File: src/design/rwsp_defs.svh
// constants for the self-programming control block
// Contract
// store-program from application section ignored
// programming starts only from loader section
// loader may target any flash page
// section boundary from loader size fuses
// application lock bits restrict application section
// loader lock bits restrict loader section
// fixed concurrent/halting boundary, fuse independent
// concurrent-region program keeps cpu running
// halting-region program stalls cpu throughout
// no concurrent-region code during programming
// loader section always inside halting region
// busy flag reads one while blocked
// region blocked until software clears busy
// firmware disables interrupts during concurrent programming
// programming in pages, fetch unaffected
// application lock encoding 11/10/00/01
// loader lock same encoding, application reads
// busy set on start, cleared by enable/load
// lock bits cleared only by chip erase; code also reloads them to 1111 on reset
// stalled cpu resumes after store instruction
`ifndef RWSP_DEFS_SVH
`define RWSP_DEFS_SVH
`define RWSP_ADDR_W 16
`define RWSP_PAGE_W 7
`define RWSP_FLASH_WORDS 32'h0001_0000
`define RWSP_HALT_WORDS 32'h0000_1000
`define RWSP_LOADER_UNIT 32'h0000_0200
`define RWSP_OP_CYCLES 32'd1000
`define RWSP_REG_CTRL 4'h0
`define RWSP_REG_LOCK 4'h1
`define RWSP_CTRL_BUSY 6
`define RWSP_CTRL_RDEN 4
`define RWSP_CTRL_LOAD 3
`define RWSP_CTRL_PWRT 2
`define RWSP_CTRL_PERS 1
`define RWSP_CTRL_SPMEN 0
`define RWSP_LOCK_RESET 4'hF
`endif

File: src/design/rwsp_pkg.sv
// types for the self-programming control block
package rwsp_pkg;
  typedef enum logic [1:0] {
    RWSP_IDLE = 2'b00,
    RWSP_RUN = 2'b01,
    RWSP_DONE = 2'b10
  } rwsp_state_t;
endpackage

File: src/design/rwsp_self_prog.sv
// self-programming control: section gating, locks, stall and busy flag
`timescale 1ns/1ps
`include "rwsp_defs.svh"
module rwsp_self_prog import rwsp_pkg::*; #(
  parameter int ADDR_W = `RWSP_ADDR_W,
  parameter int OP_CYCLES = `RWSP_OP_CYCLES
) (
  input wire logic core_clk,
  input wire logic rstn,
  input wire logic [1:0] loaderSizeFuses,
  input wire logic [ADDR_W-1:0] fetchAddr,
  input wire logic storeProgramInstr,
  input wire logic [ADDR_W-1:0] targetAddr,
  input wire logic pmRead,
  input wire logic [ADDR_W-1:0] pmReadAddr,
  input wire logic chipErase,
  input wire logic [3:0] regAddr,
  input wire logic [7:0] regWdata,
  input wire logic regWr,
  input wire logic regRd,
  output logic [7:0] regRdata,
  output logic cpuStall,
  output logic flashStart,
  output logic flashErase,
  output logic [ADDR_W-1:0] flashAddr,
  output logic pageLoadStrobe,
  output logic fetchBlocked,
  output logic readBlocked,
  output logic concurrentRegionBusy
);
  // flash is fixed at 64K words and the halting region at 4K words, so only a 16-bit address can serve them
  if (ADDR_W != 16 || OP_CYCLES < 1) begin : g_bad_params
    $error("rwsp: bad parameters");
  end
  logic rstMeta, rstSync;
  always_ff @(posedge core_clk or negedge rstn) begin
    if (!rstn) begin
      rstMeta <= 1'b0;
      rstSync <= 1'b0;
    end else begin
      rstMeta <= 1'b1;
      rstSync <= rstMeta;
    end
  end
  logic [1:0] fuseMeta, fuseQ;
  always_ff @(posedge core_clk or negedge rstn) begin
    if (!rstn) begin
      fuseMeta <= 2'b11;
      fuseQ <= 2'b11;
    end else begin
      fuseMeta <= loaderSizeFuses;
      fuseQ <= fuseMeta;
    end
  end
  // loader start: 11 smallest loader, 00 largest; always within halting region
  function automatic logic [ADDR_W:0] loaderStart(input logic [1:0] f);
    logic [31:0] sz;
    sz = `RWSP_LOADER_UNIT << (2'd3 - f);
    loaderStart = (ADDR_W+1)'(`RWSP_FLASH_WORDS - sz);
  endfunction
  function automatic logic inHalt(input logic [ADDR_W-1:0] a);
    inHalt = {1'b0, a} >= (ADDR_W+1)'(`RWSP_FLASH_WORDS - `RWSP_HALT_WORDS);
  endfunction
  wire [ADDR_W:0] bootBase = loaderStart(fuseQ);
  wire fetchInLoader = {1'b0, fetchAddr} >= bootBase;
  wire targetInLoader = {1'b0, targetAddr} >= bootBase;
  wire readInLoader = {1'b0, pmReadAddr} >= bootBase;
  logic [3:0] lock_q, lock_d;
  logic [7:0] ctrl_q;
  logic busy_q, busy_d;
  rwsp_state_t state_q, state_d;
  logic [31:0] cnt_q, cnt_d;
  logic opHalt_q;
  // lock bit 0 programmed = write block, bit 1 programmed = read block (hi/lo per 11/10/00/01)
  wire appWrBlock = lock_q[1:0] == 2'b10 || lock_q[1:0] == 2'b00;
  wire appRdBlock = lock_q[1:0] == 2'b00 || lock_q[1:0] == 2'b01;
  wire ldrWrBlock = lock_q[3:2] == 2'b10 || lock_q[3:2] == 2'b00;
  wire ldrRdBlock = lock_q[3:2] == 2'b00 || lock_q[3:2] == 2'b01;
  wire spmArmed = ctrl_q[`RWSP_CTRL_SPMEN];
  wire opReq = ctrl_q[`RWSP_CTRL_PERS] | ctrl_q[`RWSP_CTRL_PWRT];
  wire wrAllowed = targetInLoader ? !ldrWrBlock : !appWrBlock;
  // store from application is dropped outright; no side effects at all
  wire doStore = storeProgramInstr && fetchInLoader && spmArmed && state_q == RWSP_IDLE;
  wire startOp = doStore && opReq && wrAllowed;
  wire startLoad = doStore && ctrl_q[`RWSP_CTRL_LOAD];
  wire ctrlWr = regWr && regAddr == `RWSP_REG_CTRL;
  wire lockWr = regWr && regAddr == `RWSP_REG_LOCK;
  always_comb begin
    state_d = state_q;
    cnt_d = cnt_q;
    busy_d = busy_q;
    case (state_q)
      RWSP_IDLE: begin
        if (startOp) begin
          state_d = RWSP_RUN;
          cnt_d = 32'(OP_CYCLES - 1);
          if (!inHalt(targetAddr)) busy_d = 1'b1;
        end
      end
      RWSP_RUN: begin
        if (cnt_q == 32'd0) state_d = RWSP_DONE;
        else cnt_d = cnt_q - 32'd1;
      end
      RWSP_DONE: state_d = RWSP_IDLE;
      default: state_d = RWSP_IDLE;
    endcase
    // busy stays until software re-enables reads after completion or a page load starts
    if (state_q == RWSP_IDLE && !startOp && busy_q) begin
      if ((ctrlWr && regWdata[`RWSP_CTRL_RDEN] && regWdata[`RWSP_CTRL_SPMEN]) || startLoad)
        busy_d = 1'b0;
    end
  end
  always_comb begin
    lock_d = lock_q;
    if (chipErase) lock_d = `RWSP_LOCK_RESET;
    else if (lockWr && spmArmed) lock_d = lock_q & regWdata[3:0];
  end
  always_ff @(posedge core_clk or negedge rstSync) begin
    if (!rstSync) begin
      state_q <= RWSP_IDLE;
      cnt_q <= 32'd0;
      busy_q <= 1'b0;
      opHalt_q <= 1'b0;
      ctrl_q <= 8'h00;
      lock_q <= `RWSP_LOCK_RESET;
    end else begin
      state_q <= state_d;
      cnt_q <= cnt_d;
      busy_q <= busy_d;
      lock_q <= lock_d;
      if (startOp) opHalt_q <= inHalt(targetAddr);
      if (ctrlWr) ctrl_q <= {3'b000, regWdata[4:0]};
      else if (doStore || state_q == RWSP_DONE) ctrl_q <= 8'h00;
    end
  end
  // stall only while a halting-region page is busy; pc held so cpu resumes after the store
  assign cpuStall = state_q == RWSP_RUN && opHalt_q;
  assign fetchBlocked = busy_q && !inHalt(fetchAddr);
  wire rdCross = readInLoader ? (!fetchInLoader && ldrRdBlock) : (fetchInLoader && appRdBlock);
  assign readBlocked = pmRead && ((busy_q && !inHalt(pmReadAddr)) || rdCross);
  assign concurrentRegionBusy = busy_q;
  // page grouping only affects programming address, not reads
  always_ff @(posedge core_clk or negedge rstSync) begin
    if (!rstSync) begin
      flashStart <= 1'b0;
      flashErase <= 1'b0;
      flashAddr <= '0;
      pageLoadStrobe <= 1'b0;
      regRdata <= 8'h00;
    end else begin
      flashStart <= startOp;
      pageLoadStrobe <= startLoad;
      if (startOp) begin
        flashErase <= ctrl_q[`RWSP_CTRL_PERS];
        flashAddr <= {targetAddr[ADDR_W-1:`RWSP_PAGE_W], `RWSP_PAGE_W'(0)};
      end
      if (regRd && regAddr == `RWSP_REG_CTRL)
        regRdata <= {1'b0, busy_q, 1'b0, ctrl_q[4:1], spmArmed | state_q != RWSP_IDLE};
      else if (regRd && regAddr == `RWSP_REG_LOCK) regRdata <= {4'h0, lock_q};
      else regRdata <= 8'h00;
    end
  end
endmodule

File: config.mk
export PLATFORM = sky130hd
export DESIGN_NAME = rwsp_self_prog
export DESIGN_NICKNAME = d
export VERILOG_FILES = /design/src/design/rwsp_pkg.sv /design/src/design/rwsp_self_prog.sv
export VERILOG_INCLUDE_DIRS = /design/src /design/src/design
export SDC_FILE = /design/constraint.sdc
export NUM_CORES = 1
export LEC_CHECK = 0
export BUFFER_PORTS_ARGS = -buffer_cell sky130_fd_sc_hd__buf_2
export CORE_MARGIN = 3
export CORE_UTILIZATION = 48
export CTS_CLUSTER_DIAMETER = 200
export CTS_CLUSTER_SIZE = 28
export DETAILED_ROUTE_END_ITERATION = 8
export PLACE_DENSITY = 0.77
export REMOVE_ABC_BUFFERS = 1
export SLEW_MARGIN = 20
export SYNTH_ARGS = -nofsm -noshare
export SYNTH_HDL_FRONTEND = slang
export SYNTH_SLANG_ARGS = --single-unit
export TNS_END_PERCENT = 5
File: constraint.sdc
create_clock -name core_clk -period 2.6 [get_ports core_clk]
set_input_delay 0.13 -clock core_clk [delete_from_list [all_inputs] [get_ports core_clk]]
set_output_delay 0.13 -clock core_clk [all_outputs]
set_load 0.01 [all_outputs]
==> results of run 1 <==
placed cells by master, fill, tap and decap left out, types with 5 or more instances in the layout:
cell type	synthesis	layout
buf_2	3	87
dfrtp_1	61	60
nor2_1	53	51
nand2_1	23	22
buf_4	9	22
xnor2_1	21	21
nor4_1	13	13
ha_1	19	13
conb_1	2	13
nor3_1	11	11
mux2_2	11	11
clkbuf_8	0	11
nand2b_1	10	9
or3_1	9	9
xor2_1	8	8
dfstp_2	8	8
o21ai_0	10	7
or4_1	7	7
inv_1	9	6
nand4_1	6	6
buf_6	0	6
a21oi_1	5	5
a22o_1	5	5
ha_4	0	5
clkinv_2	0	5
through the flow:
stage | setup TNS (ns) | cells
2_1_floorplan | -23.63 | 359
3_3_place_gp | -7.23 | 571
3_5_place_dp | -11.10 | 571
4_1_cts | -7.25 | 594
5_1_grt | -14.67 | 594
6_report | -8.12 | 594
cell families (layout without fill, tap and decap cells):
kind of cell	count (synthesis)	count (layout)
adder cells (fa/ha/maj)	20	20
AND/OR/NAND/NOR	160	160
flip-flops	69	69
XOR/XNOR	29	29
multiplexers	14	14
other	2	13
AO/OA/AOI/OAI	44	44
buffers and inverters	27	146
power breakdown:
group	switching (mW)	internal (mW)	total, mW	leakage [nW]
combinational	0.153	0.159	0.311	1.26
sequential	0.0181	1.10	1.12	0.774
clock	0.389	0.390	0.779	0.0986
total	0.560	1.65	2.21	2.14
worst max path at each step:
| stage | endpoint | cells after the start | from |
|---|---|---|---|
| after floorplan | cnt_q[1]$_DFFE_PN0P_ | 11 | fuseQ[1]$_DFF_PN1_ |
| after global placement | readBlocked | 13 | fuseQ[1]$_DFF_PN1_ |
| after detailed placement | readBlocked | 13 | fuseQ[1]$_DFF_PN1_ |
| after CTS | readBlocked | 11 | fuseQ[1]$_DFF_PN1_ |
| after global routing | readBlocked | 12 | fuseQ[1]$_DFF_PN1_ |
| final | readBlocked | 12 | fuseQ[1]$_DFF_PN1_ |
routing by layer:
| layer | vias to the layer above | share of wire | GRT usage |
|---|---|---|---|
| li1 | 1543 | - | - |
| met1 | 1547 | 0.43 | 0.276 |
| met2 | 107 | 0.49 | 0.382 |
| met3 | 20 | 0.058 | 0.0433 |
| met4 | 0 | 0.020 | 0.0722 |
| met5 | - | 0 | 0 |
worst max-delay path: cells and delay by family, from the launching register on:
family / cells / cell delay, ns
DFF: 1 / 0.60
adders and majority gates: 2 / 0.51
and+or+nand+nor: 2 / 0.46
AOI/OAI and AO/OA: 4 / 0.51
buffers and inverters: 4 / 0.45
flip-flops by register name (all words and copies together) (netlist names):
signal	flops
cnt_q	32
concurrentRegionBusy	1
ctrl_q	5
flashAddr	9
flashErase	1
flashStart	1
fuseMeta	2
fuseQ	2
lock_q	4
opHalt_q	1
pageLoadStrobe	1
regRdata	6
rstMeta	1
rstSync	1
state_q	2
timing repair:
action                     in CTS  in global routing
setup buffers                   5                  0
pin swaps                      15                  5
gates resized for setup        34                  8
gates cloned                    0                  0
hold endpoints to repair        8                  0
setup endpoints to repair      52                 52
hold buffers                    3                  0
final cells by class:
class                      count  area (sq um)  area share
timing repair buffer         120           733       0.151
inverter                      10          40.0     0.00823
sequential                    69          1740       0.357
clock inverter                 5          25.0     0.00515
multi-input combinational    280          2050       0.422
clock buffer                  11           151      0.0311
tap                           99           124      0.0255
==> flow_summary_export.csv, run 1 <==
group,metric,value,unit
run_status,outcome,"complete, but fails checks",
run_status,violations,"setup timing",
routing,drt_iter0_markers,141,
critical_path,r2r-start,"fuseQ[1]$_DFF_PN1_",
synthesis,ys_types,56,
min_path,min_path_type,"input pin to flip-flop",
power,power.density,454,nW/um^2
placement,place_area,4430,sq um
sta,skew,0.00916,ns
clock_network,path_clk_slew,0.07,ns
final_layout,utilization,0.656,
synthesis,synthFlopType,"dfrtp_1",
sta,fin_crit,3.00,ns
sta,slew_viol_final,0,
final_layout,layout-drive-gt1-share,0.380,
critical_path,cp-end-kind,"output port",
synthesis,synth_compound_area_frac,0.0873,
placement,hpwl,6960,microns
sta,finalHoldViolations,0,
min_path,min_to,"ctrl_q[3]$_DFFE_PN0P_",
synthesis,synth_area_per_cell,10.2,sq um
min_path,whs_path_depth,2,
die,io_pins,100,
sta,max-slew-margin-rel,0.476,
final_layout,fillers,594,
die,std_cell_rows,31,
critical_path,slowest_delay,0.60,ns
synthesis,synth_top_family_by_area,"simple AND/OR/NAND/NOR gates",
clock_network,h-tree-depth,3,
placement,io_buffers,87,
placement,post-place-ws,-0.385,ns
clock_network,cts.sinks,69,
synthesis,synthCells,365,
power,p_total,2.21,mW
routing,vias_per_cell,5.42,
final_layout,diodes,0,
die,die_h,94.1,microns
critical_path,rrSetupSlack,-0.31,ns
critical_path,required,2.47,ns
clock_network,root_buffer,"clkbuf_8",
die,core,7410,sq um
synthesis,synth_edf_count,0,
synthesis,synthTopCellsByArea,"dfrtp_1, ha_1, dfstp_2",
critical_path,worst-endpoint-arrival,2.87,ns
global_route,grt_overflow_total,0,
routing,drtAntennaViolNets,0,
final_layout,layout.nets,578,
min_path,min_from,"regWdata[3]",
routing,drt_first_pass_iters,4,
synthesis,ys_warn_count,0,
critical_path,crit_fanout,4,
routing,vias,3217,
die,initial_core_util,0.503,
flow_run,drv_cap,0,
synthesis,synth-simple-area-share,0.231,
synthesis,synthTopCellsByCount,"dfrtp_1, nor2_1, nand2_1",
sta,setup_viol_count_final,52,
synthesis,synth_top_area_frac,0.410,
synthesis,synthAdderAreaFrac,0.0665,
sta,worst_pin_slew,0.786,ns
routing,drc,0,
global_route,grt_pass1_vias,3276,
global_route,grt_usage,0.221,
synthesis,synth_most_common_cell,"dfrtp_1",
critical_path,crit_slowest_cell,"dfstp_2",
global_route,antenna_found_initial,0,
critical_path,crit_path_start_kind,"flip-flop",
clock_network,clk_latency,0.34,ns
clock_network,cts_buffers,9,
die,die_x,94.1,microns
synthesis,synth_area_leader_cell,"dfrtp_1",
sta,fmax,334,MHz
critical_path,timing.rr.end,"flashAddr[11]$_DFFE_PN0P_",
sta,whs,0.0352,ns
final_layout,finish.instance_area,4860,sq um
clock_network,cts_tree,"built",
synthesis,synth_mux_area_frac,0.0413,
routing,wirelength,9410,microns
routing,wl_per_cell,15.8,microns
synthesis,ys_seq_area_frac,0.466,
critical_path,worst-setup-path-type,"flip-flop to output port",
die,die_area,8860,sq um
power,ir_drop,325,uV
power,p_leak,2.14,nW
sta,rsz0062_at_grt,"true",
sta,worst_slack,-0.397,ns
synthesis,synth_xor_area_frac,0.0682,
final_layout,area_growth,30.5,%
placement,place.gp.congestion,0.890,
synthesis,syn_area,3730,sq um
critical_path,rr_worst_depth,11,
global_route,grt_pass1_wl,15300,microns
clock_network,clk_path_buf_depth,2,
synthesis,async_flop_share,1.00,
critical_path,worstPathCellList,"buf_6 -> nor2_4 -> ha_4 -> inv_4 -> buf_4 -> ha_1 -> o21ai_0 -> o21ai_1 -> a31oi_2 -> or4_1 -> a31oi_1 -> buf_2",
synthesis,yosys_register_bits,69,
sta,finalCritPeriodShare,1.15,
global_route,grt_max_degree,64,
No activity file was read; power rests on OpenSTA's default activity.
==> run 2, diff against run 1 <==
- PLACE_DENSITY: 0.77 -> 0.82
==> run 2 against run 1 <==
Compared with the run above:
- final area increased by 0.87%
- critical path type unchanged
- the flow still finishes with violations (setup timing)
- sequential share of layout area fell by 0.31 points
- clock skew shrank 0.00080 ns
- combinational power fell by 3%
- count of clock-buffer cells in the layout rose by 3
- cell count increased by 1.2%
==> flow_summary_export.csv, run 2 (synthesis gave the netlist of run 1 again) <==
group,metric,value,unit
routing,vias,3332,
final_layout,utilization,0.662,
global_route,grt_max_degree,41,
power,ir_drop,217,uV
clock_network,h-tree-depth,3,
final_layout,multiInputGateArea,2060,sq um
routing,drc,0,
routing,wirelength,9810,microns
final_layout,largest-register,"cnt_q",
routing,drt_first_pass_iters,4,
clock_network,path_clk_slew,0.06,ns
die,die_x,94.1,microns
final_layout,layoutNonFillerInstCount,601,
final_layout,finish.instance_area,4910,sq um
power,p_sw,0.545,mW
placement,io_buffers,87,
clock_network,clk_path_buf_depth,2,
placement,place_area,4450,sq um
clock_network,cts_tree,"built",
die,std_cell_rows,31,
critical_path,crit_path_start_kind,"flip-flop",
final_layout,diodes,0,
global_route,grt_usage,0.218,
final_layout,area_growth,31.7,%
power,p_leak,2.17,nW
power,p_total,2.17,mW
placement,dp_cells,575,
critical_path,crit_top_cell,"a31oi_1",
power,clockPowerShare,0.342,
global_route,antenna_found_initial,0,
run_status,outcome,"complete, but fails checks",
sta,setup_viol_count_final,52,
critical_path,crit_slowest_cell,"dfstp_2",
global_route,grt_pass1_vias,3237,
final_layout,layout-drive-gt1-share,0.378,
sta,rsz0062_at_grt,"true",
final_layout,final_common_cell,"buf_2",
clock_network,cts_buffers,9,
routing,drtAntennaViolNets,0,
global_route,grt_pass1_wl,15100,microns
die,initial_core_util,0.503,
power,power.internal,1.63,mW
clock_network,cts.sinks,69,
placement,hpwl,6950,microns
sta,worst_pin_slew,0.856,ns
min_path,min_path_type,"input pin to flip-flop",
final_layout,layout.nets,585,
run_status,violations,"setup timing",
final_layout,fillers,545,
sta,max-slew-margin-rel,0.429,
die,die_h,94.1,microns
clock_network,clk_latency,0.34,ns
sta,finalCritPeriodShare,1.21,
critical_path,worst-setup-path-type,"flip-flop to output port",
die,io_pins,100,
routing,wl_per_cell,16.3,microns
global_route,grt_overflow_total,0,
power,power_frac_seq,0.519,
power,combinationalPowerShare,0.139,
clock_network,root_buffer,"clkbuf_8",
sta,finalHoldViolations,0,
die,die_area,8860,sq um
critical_path,cp-end-kind,"output port",
power,switching_share,0.251,
placement,place.gp.congestion,0.846,
final_layout,regArea,1740,sq um
power,power.density,443,nW/um^2
placement,post-place-ws,-0.346,ns
sta,skew,0.00837,ns
critical_path,crit_fanout,4,
critical_path,slowest_delay,0.58,ns
die,core,7410,sq um
sta,fin_crit,3.15,ns
sta,tns,-14.85,ns
critical_path,worstPathCellList,"nand2_2 -> buf_6 -> ha_1 -> or2_2 -> a211oi_1 -> o21ai_1 -> a31oi_1 -> buf_4 -> o211ai_1 -> a31oi_1 -> buf_2",
sta,whs,0.0312,ns
sta,fmax,318,MHz
sta,slew_viol_final,0,
flow_run,drv_cap,0,
final_layout,largest_reg_flops,32,
critical_path,worst-endpoint-arrival,3.02,ns
critical_path,required,2.47,ns
routing,vias_per_cell,5.54,
sta,worst_slack,-0.547,ns
routing,drt_iter0_markers,179,
final_layout,reg_top3,"cnt_q x32, flashAddr x9, regRdata x6",
final_layout,layout_common_cells,"buf_2, dfrtp_1, nor2_1",
## run 2: changes by cell type in the layout (fill, tap and decap cells not counted), moves of 3 or more
cell | previous run | this run
mux2_2 | 11 | 3
mux2_4 | 0 | 8
buf_4 | 22 | 28
clkbuf_1 | 0 | 4
clkinv_2 | 5 | 2
## run 2: final timing paths
kind	from	endpoint	slack (ns)	cells after the start
setup / recovery	fuseQ[1]$_DFF_PN1_	readBlocked	-0.55	11
hold / removal	chipErase	lock_q[3]$_DFFE_PN1P_	0.03	2
setup reg to reg	fuseQ[1]$_DFF_PN1_	flashAddr[14]$_DFFE_PN0P_	-0.43	13
hold reg to reg	fuseMeta[1]$_DFF_PN1_	fuseQ[1]$_DFF_PN1_	0.36	0
max in group asynchronous	rstSync$_DFF_PN0_	cnt_q[5]$_DFFE_PN0P_	1.50	1
min in group asynchronous	rstn	rstSync$_DFF_PN0_	0.16	2
## run 2: power groups by stage
| stage | registers, mW | clock network, mW | logic, mW |
|---|---|---|---|
| floorplan | 1.14 | 0 | 0.111 |
| global placement | 1.15 | 0 | 0.225 |
| CTS | 1.13 | 0.760 | 0.280 |
| finish | 1.13 | 0.743 | 0.303 |
| global route | 1.13 | 0.816 | 0.328 |
| detailed placement | 1.15 | 0 | 0.234 |
## run 2: cell type report
class / instances / share of cell area
repair buffers: 127 / 0.160
clock buffers: 14 / 0.0311
clock inverters: 2 / 0.00204
multi-input cells: 280 / 0.419
inverters: 10 / 0.00816
flip-flops and latches: 69 / 0.354
well taps: 99 / 0.0252
## run 2: critical path: cells and delay by family (launching register included)
family	cells	cell delay, ns
fa+ha+maj	1	0.28
simple gates	2	0.39
buf+inv	3	0.44
flops	1	0.58
compound gates	5	0.99
## run 2: routing by layer
metal	wire (microns)	global-route usage	share of wire
met1	4190	0.284	0.43
met2	4740	0.356	0.48
met3	591	0.0377	0.060
met4	291	0.0963	0.030
met5	0	0	0
## run 2: timing repair
action / 4_1_cts / 5_1_grt
hold buffers: 3 / 0
pin swaps: 21 / 8
buffers inserted: 6 / 3
hold endpoints to repair: 8 / 0
resized for setup: 37 / 11
endpoints found under the setup margin: 52 / 53
==> run 3, diff against run 2 <==
- CORE_UTILIZATION: 48 -> 49
- CTS_BUF_LIST: not set -> sky130_fd_sc_hd__clkbuf_8
- PLACE_DENSITY: 0.82 -> 0.83
==> run 3 against run 2 <==
Compared with the run above:
- the run still ends with setup timing left
- worst hold slack gained 0.011 ns
- maximum frequency is essentially flat
- via count grew 0.87%
- largest cell class unchanged
- highest routed layer unchanged
==> flow_summary_export.csv, run 3 (synthesis gave the netlist of run 1 again) <==
group,metric,value,unit
final_layout,utilization,0.681,
sta,finalHoldViolations,0,
clock_network,cts_tree,"built",
power,p_total,2.42,mW
sta,tns,-13.56,ns
final_layout,reg_top3,"cnt_q x32, flashAddr x9, regRdata x6",
routing,drt_iter0_markers,181,
run_status,outcome,"complete, but fails checks",
global_route,antenna_found_initial,0,
routing,drtAntennaViolNets,0,
placement,hpwl,7220,microns
min_path,min_from,"chipErase",
routing,wl_met3,655,microns
global_route,grt_pass1_vias,3336,
final_layout,finish.instance_area,4990,sq um
flow_run,drv_cap,0,
clock_network,root_buffer,"clkbuf_8",
routing,vias_per_cell,5.62,
power,p_leak,2.22,nW
routing,wl_per_cell,16.9,microns
sta,finalCritPeriodShare,1.21,
die,die_area,8690,sq um
critical_path,worst-endpoint-arrival,3.02,ns
min_path,min_to,"lock_q[0]$_DFFE_PN1P_",
die,io_pins,100,
final_layout,largest_reg_flops,32,
critical_path,worst-setup-path-type,"flip-flop to output port",
routing,drc,0,
sta,whs,0.0424,ns
placement,io_buffers,87,
sta,fin_crit,3.15,ns
clock_network,clk_path_buf_depth,2,
sta,worst_slack,-0.547,ns
critical_path,rrSetupSlack,-0.39,ns
sta,slew_viol_final,0,
routing,drt_first_pass_iters,4,
final_layout,fillers,526,
placement,place_area,4450,sq um
routing,vias,3361,
power,power.density,484,nW/um^2
critical_path,r2r-start,"fuseQ[1]$_DFF_PN1_",
die,core,7330,sq um
global_route,grt_pass1_wl,15400,microns
critical_path,crit_path_start_kind,"flip-flop",
min_path,whs_path_depth,2,
clock_network,h-tree-depth,3,
final_layout,final_common_cell,"buf_2",
final_layout,layout_common_cells,"buf_2, dfrtp_1, nor2_1",
run_status,violations,"setup timing",
die,std_cell_rows,31,
die,die_x,93.2,microns
critical_path,crit_fanout,4,
placement,place.gp.congestion,0.928,
placement,dp_cells,573,
final_layout,largest-register,"cnt_q",
routing,routed.top_layer,"met4",
sta,setup_viol_count_final,52,
min_path,min_path_type,"input pin to flip-flop",
sta,fmax,318,MHz
final_layout,layoutNonFillerInstCount,598,
power,ir_drop,300,uV
clock_network,cts.sinks,69,
clock_network,cts_buffers,9,
global_route,grt_max_degree,27,
sta,rsz0062_at_grt,"true",
global_route,grt_overflow_total,0,
clock_network,path_clk_slew,0.07,ns
routing,wirelength,10100,microns
critical_path,timing.rr.end,"flashAddr[9]$_DFFE_PN0P_",
clock_network,clk_latency,0.35,ns
routing,wl_met1,4040,microns
sta,max-slew-margin-rel,0.610,
placement,post-place-ws,-0.398,ns
critical_path,rr_worst_depth,12,
final_layout,area_growth,34.0,%
sta,skew,0.0119,ns
critical_path,required,2.47,ns
global_route,grt_usage,0.227,
final_layout,layout.nets,582,
routing,wl_met2,5140,microns
die,initial_core_util,0.508,
sta,worst_pin_slew,0.580,ns
final_layout,diodes,0,
die,die_h,93.2,microns
final_layout,layout-drive-gt1-share,0.387,
critical_path,cp-end-kind,"output port",
run 3: what timing repair did:
action                                 CTS  global route
cloned                                   0             1
pin swaps                               13            16
setup endpoints to repair               52            52
hold buffers                             3             0
gates resized for setup                 31            21
endpoints found under the hold margin    8             0
setup buffers                            3             2
run 3: area by class of cell:
cell class                 instances  area (sq um)  area share
clock buffer                      11           151      0.0303
clock inverter                     5          73.8      0.0148
inverter                          10          40.0     0.00802
multi-input combinational        280          2090       0.418
sequential                        69          1740       0.348
tap                               99           124      0.0248
timing repair buffer             124           781       0.156
run 3: report_power, final:
part	total, mW	leakage (nW)	internal, mW	switching [mW]
Sequential	1.12	0.774	1.10	0.0220
Clock	0.981	0.121	0.586	0.395
Combinational	0.314	1.33	0.160	0.153
run 3: how the worst max path moves through the flow:
| stage | cells past startpoint | end | slack, ns | from |
|---|---|---|---|---|
| after detailed placement | 13 | readBlocked | -0.40 | fuseQ[1]$_DFF_PN1_ |
| final | 10 | readBlocked | -0.55 | fuseQ[1]$_DFF_PN1_ |
| after CTS | 9 | readBlocked | -0.48 | fuseQ[1]$_DFF_PN1_ |
| after floorplan | 11 | cnt_q[1]$_DFFE_PN0P_ | -0.83 | fuseQ[1]$_DFF_PN1_ |
| after global routing | 10 | readBlocked | -0.65 | fuseQ[1]$_DFF_PN1_ |
| after global placement | 11 | flashAddr[12]$_DFFE_PN0P_ | -0.27 | fuseQ[1]$_DFF_PN1_ |
run 3: critical path: stages (launching register included):
cell and delay [ns]:
dfstp_2 0.58, buf_6 0.11, nand2b_4 0.05, ha_4 0.28
inv_4 0.04, maj3_2 0.31, o311ai_2 0.29, o211ai_1 0.19
or4_1 0.50, a31oi_1 0.17, buf_2 0.15
run 3: layer usage:
layer  global-route usage  vias to the layer above
met5                    0                        -
met4               0.0928                        0
met3               0.0499                       25
met2                0.398                      144
met1                0.269                     1643
li1                     -                     1549
